==> src/pkg/eprom_host_pkg.sv <==
package eprom_host_pkg;
  localparam int ADDR_W = 15;
  localparam int DATA_W = 8;
  localparam int CLK_PERIOD_NS = 25;
  localparam int ACCESS_NS = 250;
  localparam int GATE_DELAY_NS = 100;
  localparam int PULSE_US = 100;
  localparam int SUPPLY_SETTLE_US = 2;
  localparam int SIG_ENTRY_BIT = 9;
  localparam int SIG_BYTE_BIT = 0;
  // Least times round up to whole cycles
  localparam int ACCESS_CYC = (ACCESS_NS + CLK_PERIOD_NS - 1) / CLK_PERIOD_NS;
  localparam int GATE_CYC = (GATE_DELAY_NS + CLK_PERIOD_NS - 1) / CLK_PERIOD_NS;
  localparam int PULSE_CYC = (PULSE_US * 1000 + CLK_PERIOD_NS - 1) / CLK_PERIOD_NS;
  localparam int SETTLE_CYC = (SUPPLY_SETTLE_US * 1000 + CLK_PERIOD_NS - 1) / CLK_PERIOD_NS;

  typedef enum logic [1:0] {
    OP_READ,
    OP_PROGRAM,
    OP_VERIFY,
    OP_SIGNATURE
  } op_t;

  typedef struct packed {
    op_t op;
    logic [ADDR_W-1:0] addr;
    logic [DATA_W-1:0] data;
    logic sig_part;
  } req_t;

  typedef struct packed {
    logic [DATA_W-1:0] data;
    logic mismatch;
  } resp_t;

  typedef struct packed {
    logic select_n;
    logic gate_n;
    logic supply_high;
    logic signature_entry_line;
    logic [ADDR_W-1:0] addr;
  } pins_t;
endpackage

==> src/verilog/eprom_host.sv <==
`timescale 1ns/10ps
module eprom_host #(
  parameter int PULSE_CYCLES = eprom_host_pkg::PULSE_CYC,
  parameter int SETTLE_CYCLES = eprom_host_pkg::SETTLE_CYC
) (
  // Clock and reset
  input wire logic clk,
  input wire logic rst,
  // User request and answer
  input wire logic req_valid,
  input wire eprom_host_pkg::req_t req,
  output logic req_ready,
  output logic resp_valid,
  output eprom_host_pkg::resp_t resp,
  // Device pins
  output eprom_host_pkg::pins_t pins,
  input wire logic [eprom_host_pkg::DATA_W-1:0] data_in,
  output logic [eprom_host_pkg::DATA_W-1:0] data_out,
  output logic data_oe
);
  import eprom_host_pkg::*;

  typedef enum logic [2:0] {
    S_IDLE,
    S_SETTLE,
    S_ACCESS,
    S_PULSE,
    S_RECOVER,
    S_DONE
  } state_t;

  localparam int CNT_W = 24;

  state_t state_q;
  logic [CNT_W-1:0] cnt_q;
  req_t cur_q;

  function automatic logic [CNT_W-1:0] cyc(input int n);
    cyc = CNT_W'(n - 1);
  endfunction

  // Address presented to the device; signature clears all other lines
  function automatic logic [ADDR_W-1:0] sig_addr(input logic part);
    logic [ADDR_W-1:0] a;
    a = '0;
    a[SIG_BYTE_BIT] = part;
    sig_addr = a;
  endfunction

  always_ff @(posedge clk or posedge rst) begin
    if (rst) begin
      state_q <= S_IDLE;
      cnt_q <= '0;
      cur_q <= '0;
    end else begin
      case (state_q)
        S_IDLE: begin
          if (req_valid) begin
            cur_q <= req;
            if (req.op == OP_PROGRAM || req.op == OP_VERIFY) begin
              state_q <= S_SETTLE;
              cnt_q <= cyc(SETTLE_CYCLES);
            end else begin
              state_q <= S_ACCESS;
              cnt_q <= cyc(ACCESS_CYC);
            end
          end
        end
        S_SETTLE: begin
          if (cnt_q == '0) begin
            if (cur_q.op == OP_PROGRAM) begin
              state_q <= S_PULSE;
              cnt_q <= cyc(PULSE_CYCLES);
            end else begin
              state_q <= S_ACCESS;
              cnt_q <= cyc(ACCESS_CYC);
            end
          end else begin
            cnt_q <= cnt_q - 1'b1;
          end
        end
        S_ACCESS: begin
          if (cnt_q == '0) begin
            state_q <= S_DONE;
          end else begin
            cnt_q <= cnt_q - 1'b1;
          end
        end
        S_PULSE: begin
          if (cnt_q == '0) begin
            state_q <= S_RECOVER;
            cnt_q <= cyc(GATE_CYC);
          end else begin
            cnt_q <= cnt_q - 1'b1;
          end
        end
        S_RECOVER: begin
          if (cnt_q == '0) begin
            state_q <= S_DONE;
          end else begin
            cnt_q <= cnt_q - 1'b1;
          end
        end
        default: state_q <= S_IDLE;
      endcase
    end
  end

  // Pin drive, registered so the pins never glitch
  always_ff @(posedge clk or posedge rst) begin
    if (rst) begin
      pins <= '{select_n: 1'b1, gate_n: 1'b1, supply_high: 1'b0,
                signature_entry_line: 1'b0, addr: '0};
      data_out <= '0;
      data_oe <= 1'b0;
    end else begin
      pins.select_n <= 1'b1;
      pins.gate_n <= 1'b1;
      data_oe <= 1'b0;
      case (state_q)
        S_SETTLE, S_PULSE, S_RECOVER: begin
          pins.supply_high <= 1'b1;
          if (state_q == S_PULSE && cnt_q != '0) begin
            pins.select_n <= 1'b0;
            data_oe <= 1'b1;
          end else if (cur_q.op == OP_VERIFY) begin
            pins.gate_n <= 1'b0;
          end
          data_out <= cur_q.data;
        end
        S_ACCESS: begin
          pins.supply_high <= (cur_q.op == OP_VERIFY);
          if (cur_q.op != OP_VERIFY) begin
            pins.select_n <= 1'b0;
          end
          pins.gate_n <= 1'b0;
        end
        S_IDLE: begin
          if (req_valid) begin
            pins.signature_entry_line <= (req.op == OP_SIGNATURE);
            pins.addr <= (req.op == OP_SIGNATURE) ? sig_addr(req.sig_part) : req.addr;
          end
          pins.supply_high <= 1'b0;
        end
        default: begin
          pins.supply_high <= 1'b0;
          pins.signature_entry_line <= 1'b0;
        end
      endcase
    end
  end

  // Handshake and answer; data sampled after the full access delay
  always_ff @(posedge clk or posedge rst) begin
    if (rst) begin
      req_ready <= 1'b1;
      resp_valid <= 1'b0;
      resp <= '0;
    end else begin
      resp_valid <= 1'b0;
      if (state_q == S_IDLE && req_valid) begin
        req_ready <= 1'b0;
      end
      if (state_q == S_ACCESS && cnt_q == '0) begin
        resp.data <= data_in;
        // Verify passes when read byte equals the requested one
        resp.mismatch <= (cur_q.op == OP_VERIFY) && (data_in != cur_q.data);
      end
      if (state_q == S_DONE) begin
        resp_valid <= 1'b1;
        req_ready <= 1'b1;
        if (cur_q.op == OP_PROGRAM) begin
          resp <= '0;
        end
      end
    end
  end
endmodule
==> config.mk <==
export PLATFORM = sky130hd
export DESIGN_NAME = eprom_host
export DESIGN_NICKNAME = d
export VERILOG_FILES = /design/src/pkg/eprom_host_pkg.sv /design/src/verilog/eprom_host.sv
export SDC_FILE = /design/constraint.sdc
export NUM_CORES = 1
export LEC_CHECK = 0
export ABC_AREA = 1
export BUFFER_PORTS_ARGS = -buffer_cell sky130_fd_sc_hd__buf_2
export CAP_MARGIN = 25
export CORE_MARGIN = 2
export CORE_UTILIZATION = 60
export DETAILED_ROUTE_END_ITERATION = 8
export GPL_TIMING_DRIVEN = 0
export PLACE_DENSITY_LB_ADDON = 0.12
export SETUP_SLACK_MARGIN = 0.1
export SLEW_MARGIN = 20
export SYNTH_ARGS = -nofsm -noshare
export SYNTH_HDL_FRONTEND = slang
export SYNTH_SLANG_ARGS = --single-unit
export TNS_END_PERCENT = 50
==> constraint.sdc <==
create_clock -name clk -period 6.7 [get_ports clk]
set_input_delay 0.67 -clock clk [delete_from_list [all_inputs] [get_ports clk]]
set_output_delay 0.67 -clock clk [all_outputs]
set_load 0.02 [all_outputs]
# After elaboration in Yosys (flattened, before gate mapping)
# Cells that the tools add are included.
# Widths: inputs -> output; s select.
dict set report word_totals {
  regBits 76
  input_bits 37
  out_inout_bits 39
}
dict set report op_classes {
  add_sub_neg 1
  n_eq_ne 17
  n_mux 31
  bitwise_logic 1
  reduce_logical 17
}
# operator count
set ops {}
lappend ops {{$mux 24} 4}
lappend ops {{$pmux 24 s4} 1}
lappend ops {{$mux 9} 3}
lappend ops {{$logic_not 24->1} 1}
lappend ops {{$reduce_bool 24->1} 1}
lappend ops {{$sub 24x1->24 const B} 1}
lappend ops {{$mux 16} 1}
lappend ops {{$mux 15} 1}
lappend ops {{$mux 12} 1}
lappend ops {{$mux 3} 4}
lappend ops {{$pmux 3 s4} 1}
lappend ops {{$mux 1} 10}
lappend ops {{$ne 2x2->1 const B} 5}
lappend ops {{$ne 8x8->1} 1}
lappend ops {{$mux 7} 1}
lappend ops {{$eq 2x2->1 const B} 3}
lappend ops {{$eq 3x2->1 const B} 2}
lappend ops {{$eq 3x3->1 const B} 2}
lappend ops {{$eq 2x1->1 const B} 2}
lappend ops {{$logic_and 1x1->1} 4}
lappend ops {{$pmux 1 s2} 2}
lappend ops {{$pmux 2 s2} 1}
lappend ops {{$reduce_and 2->1} 2}
lappend ops {{$reduce_and 4->1} 1}
lappend ops {{12 further kinds} 12}

# Longest topological paths before layout
dict set report logic_depth {
  depth_word 5
  ltp_mapped 14
}

# Worst setup path before layout
# Ideal clock, no wire load.
dict set report synth_timing {
  path_kind {reg2reg}
  start {register cnt_q[0]}
  end {register cnt_q[7]}
  setup_ns 0.122
  arrival_ns 1.490
  t_required_ns 6.578
  path_slack_ns 5.088
  stages_incl_launch_ff 12
  n_path_buf 2
  period_less_slack_ns 1.612
  path_cell_list {dfrtp_1 > inv_1 > ha_1 > nand2_1 > nor2_1 > nand4_1 > nand2_1 > inv_2 > buf_6 > buf_6 > nand2_1 > o21ai_1}
}
dict set report synth_via {
  elab_chain_len 3
}
# element line_no
set synth_lines {}
lappend synth_lines {{start: declaration} eprom_host.sv:35} ;# logic [CNT_W-1:0] cnt_q;
lappend synth_lines {{start signal: assignment} eprom_host.sv:62} ;# cnt_q <= cyc(SETTLE_CYCLES);
lappend synth_lines {{start signal: assignment} eprom_host.sv:65} ;# cnt_q <= cyc(ACCESS_CYC);
lappend synth_lines {{start signal: assignment} eprom_host.sv:73} ;# cnt_q <= cyc(PULSE_CYCLES);
lappend synth_lines {{$sub 24x1->24 / $logic_not 24->1 (equally long branches)} --}
lappend synth_lines {{$mux 24 (tied with other cells)} {eprom_host.sv:83, eprom_host.sv:98}}
lappend synth_lines {{$pmux 24 s4 / $reduce_and 3->1 (equally long branches)} --}
# Several ways; a longest one is shown, not always the timed one. The select of a mux whose other input is x is not followed.
# A chain may end at the register's enable or synchronous reset.

# Final worst setup path
dict set report layout_timing {
  start {register cnt_q[0]}
  end {register cnt_q[16]}
}
# The elaborated chain is that of the path after synthesis.

==> run_results.csv <==
group,metric,value,unit
outcome,outcome,"completed",
sta,worst_slew_pin_slew,753.4,ps
synth,syn_nets,587,
power,ir_worst_vdd,0.2747,mV
sta,finClkSkew,13.47,ps
placed_design,post-dp-hpwl,7.526,mm
clock_tree,root_buffer,"clkbuf_8",
power,power.density,507.9,nW/um2
global_route,grt_max_degree,49,
cells_and_area,post-route-util,71.21,%
global_route,grt_first_pass_wirelength,17.33,mm
global_route,grt_pass1_vias,3844,
clock_tree,postCtsSetupBuffers,0,
synth,synth_edf_count,0,
run,maxCapViolCount,0,
floorplan,dieWidth,86.66,um
power,power_frac_seq,32.2,%
synth,yosysTopAreaCellShare,44.57,%
placed_design,port_buffers,75,
floorplan,die_h,86.66,um
worst_setup_path,ff2ff_path_depth,10,
synth,syn_area,4099,um2
worst_setup_path,timing.rr.start,"cnt_q[0]",
worst_setup_path,critPathTopFamily,"simple AND/OR/NAND/NOR gates",
global_route,antenna_found_initial,0,
power,p_sw,1.211,mW
synth,synth.most_common_cell,"nand2_1",
synth,synthFlopType,"dfrtp_1",
sta,period_minus_slack,1928,ps
worst_setup_path,r2r_setup_slack,4770,ps
synth,syn_area_per_cell,7.493,um2
synth,yosys-top-cells-area,"dfrtp_1 45%, nand2_1 15%, nand3_1 7.0%",
sta,drv_slew,0,
sta,rsz0062_at_grt,"no",
power,clkPwrFrac,13.5,%
cells_and_area,fillCellCount,538,
floorplan,die_area,7509,um2
power,p_int,1.219,mW
power,swShare,49.85,%
worst_setup_path,crit_fanout,7,
clock_tree,ctsHoldBuffers,0,
routing,ant_nets,0,
clock_tree,insertion_delay,350,ps
synth,synth_warnings,0,
worst_setup_path,endpoint_kind,"flop",
cells_and_area,diodes,0,
sta,relSlewSlack,49.44,%
sta,hold_slack,309.4,ps
synth,synth_top_cell_by_area,"dfrtp_1",
sta,fin_ws,4772,ps
sta,max_clock_freq,518.6,MHz
synth,netlist-cell-type-count,35,
global_route,gr-total-overflow,0,
clock_tree,tritoncts,"yes",
clock_tree,numCtsBuffers,9,
floorplan,ioPinCount,76,
worst_setup_path,cp_num_buf_inv,3,
worst_setup_path,path_class,"flop to flop",
worst_setup_path,worstSetupPathDepth,10,
synth,synth_common_cells,"161 x nand2_1, 73 x dfrtp_1, 58 x nor2_1, 57 x inv_1, 57 x nand3_1",
routing,dr.pass1.iters,4,
global_route,grt_util_all_layers,29.28,%
worst_setup_path,r2r-end,"cnt_q[16]",
clock_tree,htree_levels,3,
routing,first_iter_violations,238,
cells_and_area,layout-drive-gt1-share,20.97,%
placed_design,preCtsSetupSlack,4814,ps
floorplan,num_rows,30,
worst_setup_path,cpMaxStageDelayCell,"dfrtp_1",
worst_setup_path,cp_data_required_time,6990,ps
worst_setup_path,start_kind,"flop",
clock_tree,cts_buffer_depth,2,
sta,setup_viol,0,
min_path,hold_class,"input pin to async pin",
cells_and_area,final_nets,674,
worst_setup_path,crit_path_cell_trace,"inv_1 > ha_1 > nand2_1 > nor2_4 > inv_1 > nor2_1 > nand3_1 > o21ai_0 > nand2_1 > inv_1",
placed_design,dpl_cell_area,4604,um2
synth,yosysSeqAreaShare,46.49,%
power,power_leakage,2.623,nW
synth,synth-seq-cells,76,
cells_and_area,finalInstanceArea,4785,um2
clock_tree,path_clk_slew,90,ps
clock_tree,clock-sinks,76,
routing,vias,3901,
routing,wire_per_inst,14.20,um
worst_setup_path,crit_path_max_incr_delay,360,ps
clock_tree,cts.repair.resized,0,
placed_design,routabilityCongestion,0.9425,
floorplan,initial_utilization,61.01,%
sta,finalCritPeriodShare,28.78,%
routing,drt-total-wl,10.21,mm
cells_and_area,syn_to_final_growth,16.73,%
routing,drc,0,
synth,synthArstFlopShare,100.0,%
power,pwr-share-comb,54.2,%
synth,syn_inst,547,
worst_setup_path,crit_path_frequent_cell,"inv_1",
sta,hold_viol_final,0,
sta,timing.setup.tns,0,ps
floorplan,core_area,6719,um2
routing,viasPerCell,5.426,
worst_setup_path,critPathArrivalTime,2220,ps
## state kept, by name, indices dropped and copies added (netlist names)
signal,count
req_ready,1
resp_valid,1
resp,9
pins,19
cur_q,10
data_oe,1
data_out,8
cnt_q,24
state_q,3
## metal layers
| layer | global-route usage [%] | vias up | routed length, um |
|---|---|---|---|
| li1 | - | 1910 | - |
| met1 | 36.77 | 1857 | 4344 |
| met2 | 50.63 | 113 | 5176 |
| met3 | 4.762 | 21 | 487 |
| met4 | 11.36 | 0 | 206 |
| met5 | 0 | - | 0 |
## metrics by stage
stage          power [mW]  std cells
6_report            2.430        719
3_3_place_gp        2.042        702
4_1_cts             2.423        719
5_1_grt             2.629        719
3_5_place_dp        2.085        703
2_1_floorplan       1.717        547
## cells by family after synthesis
group	Yosys count	share of synthesized area (%)
buf+inv	77	7.784
xor+xnor	12	2.564
flops	76	46.49
fa+ha+maj	3	0.9158
simple gates	314	33.67
compound gates	65	8.578
## final cells by class
type                    instances  area (um2)  share of cell area (%)
clock inverters                 7       56.30                   1.177
clock buffers                   9       123.9                   2.589
multi-input cells             394        1874                   39.17
inverters                      62       235.2                   4.916
repair buffers                 76       402.9                   8.420
flip-flops and latches         76        1906                   39.83
plain buffers                  15       86.33                   1.804
well taps                      80       100.1                   2.092
## layout by cell type, fill, tap and decap left out, drive strengths merged
cell type,count
nand2,166
buf,86
dfrtp,73
nor2,70
inv,65
nand3,60
o21ai,44
clkbuf,14
a21oi,13
nor3,11
xor2,10
nand4,4
ha,3
clkinvlp,3
dfstp,3
xnor2,2
and2,2
o211ai,2
a21boi,1
or2,1
o22ai,1
o21bai,1
o31ai,1
a221oi,1
a22oi,1
clkinv,1
## worst max-delay path by stage
stage,startpoint,end
floorplan,rst,cnt_q[0]
global placement,rst,data_oe
detailed placement,req_valid,cnt_q[2]
CTS,cnt_q[0],cnt_q[16]
global route,cnt_q[0],cnt_q[16]
finish,cnt_q[0],cnt_q[16]
## power by group through the flow
| stage | logic, mW | clock network (mW) | registers, mW |
|---|---|---|---|
| 2_1_floorplan | 0.803 | 0 | 0.914 |
| 3_3_place_gp | 1.26 | 0 | 0.783 |
| 3_5_place_dp | 1.30 | 0 | 0.787 |
| 4_1_cts | 1.31 | 0.331 | 0.782 |
| 5_1_grt | 1.47 | 0.351 | 0.807 |
| 6_report | 1.32 | 0.329 | 0.783 |
Power figures use the tool's default switching activity.
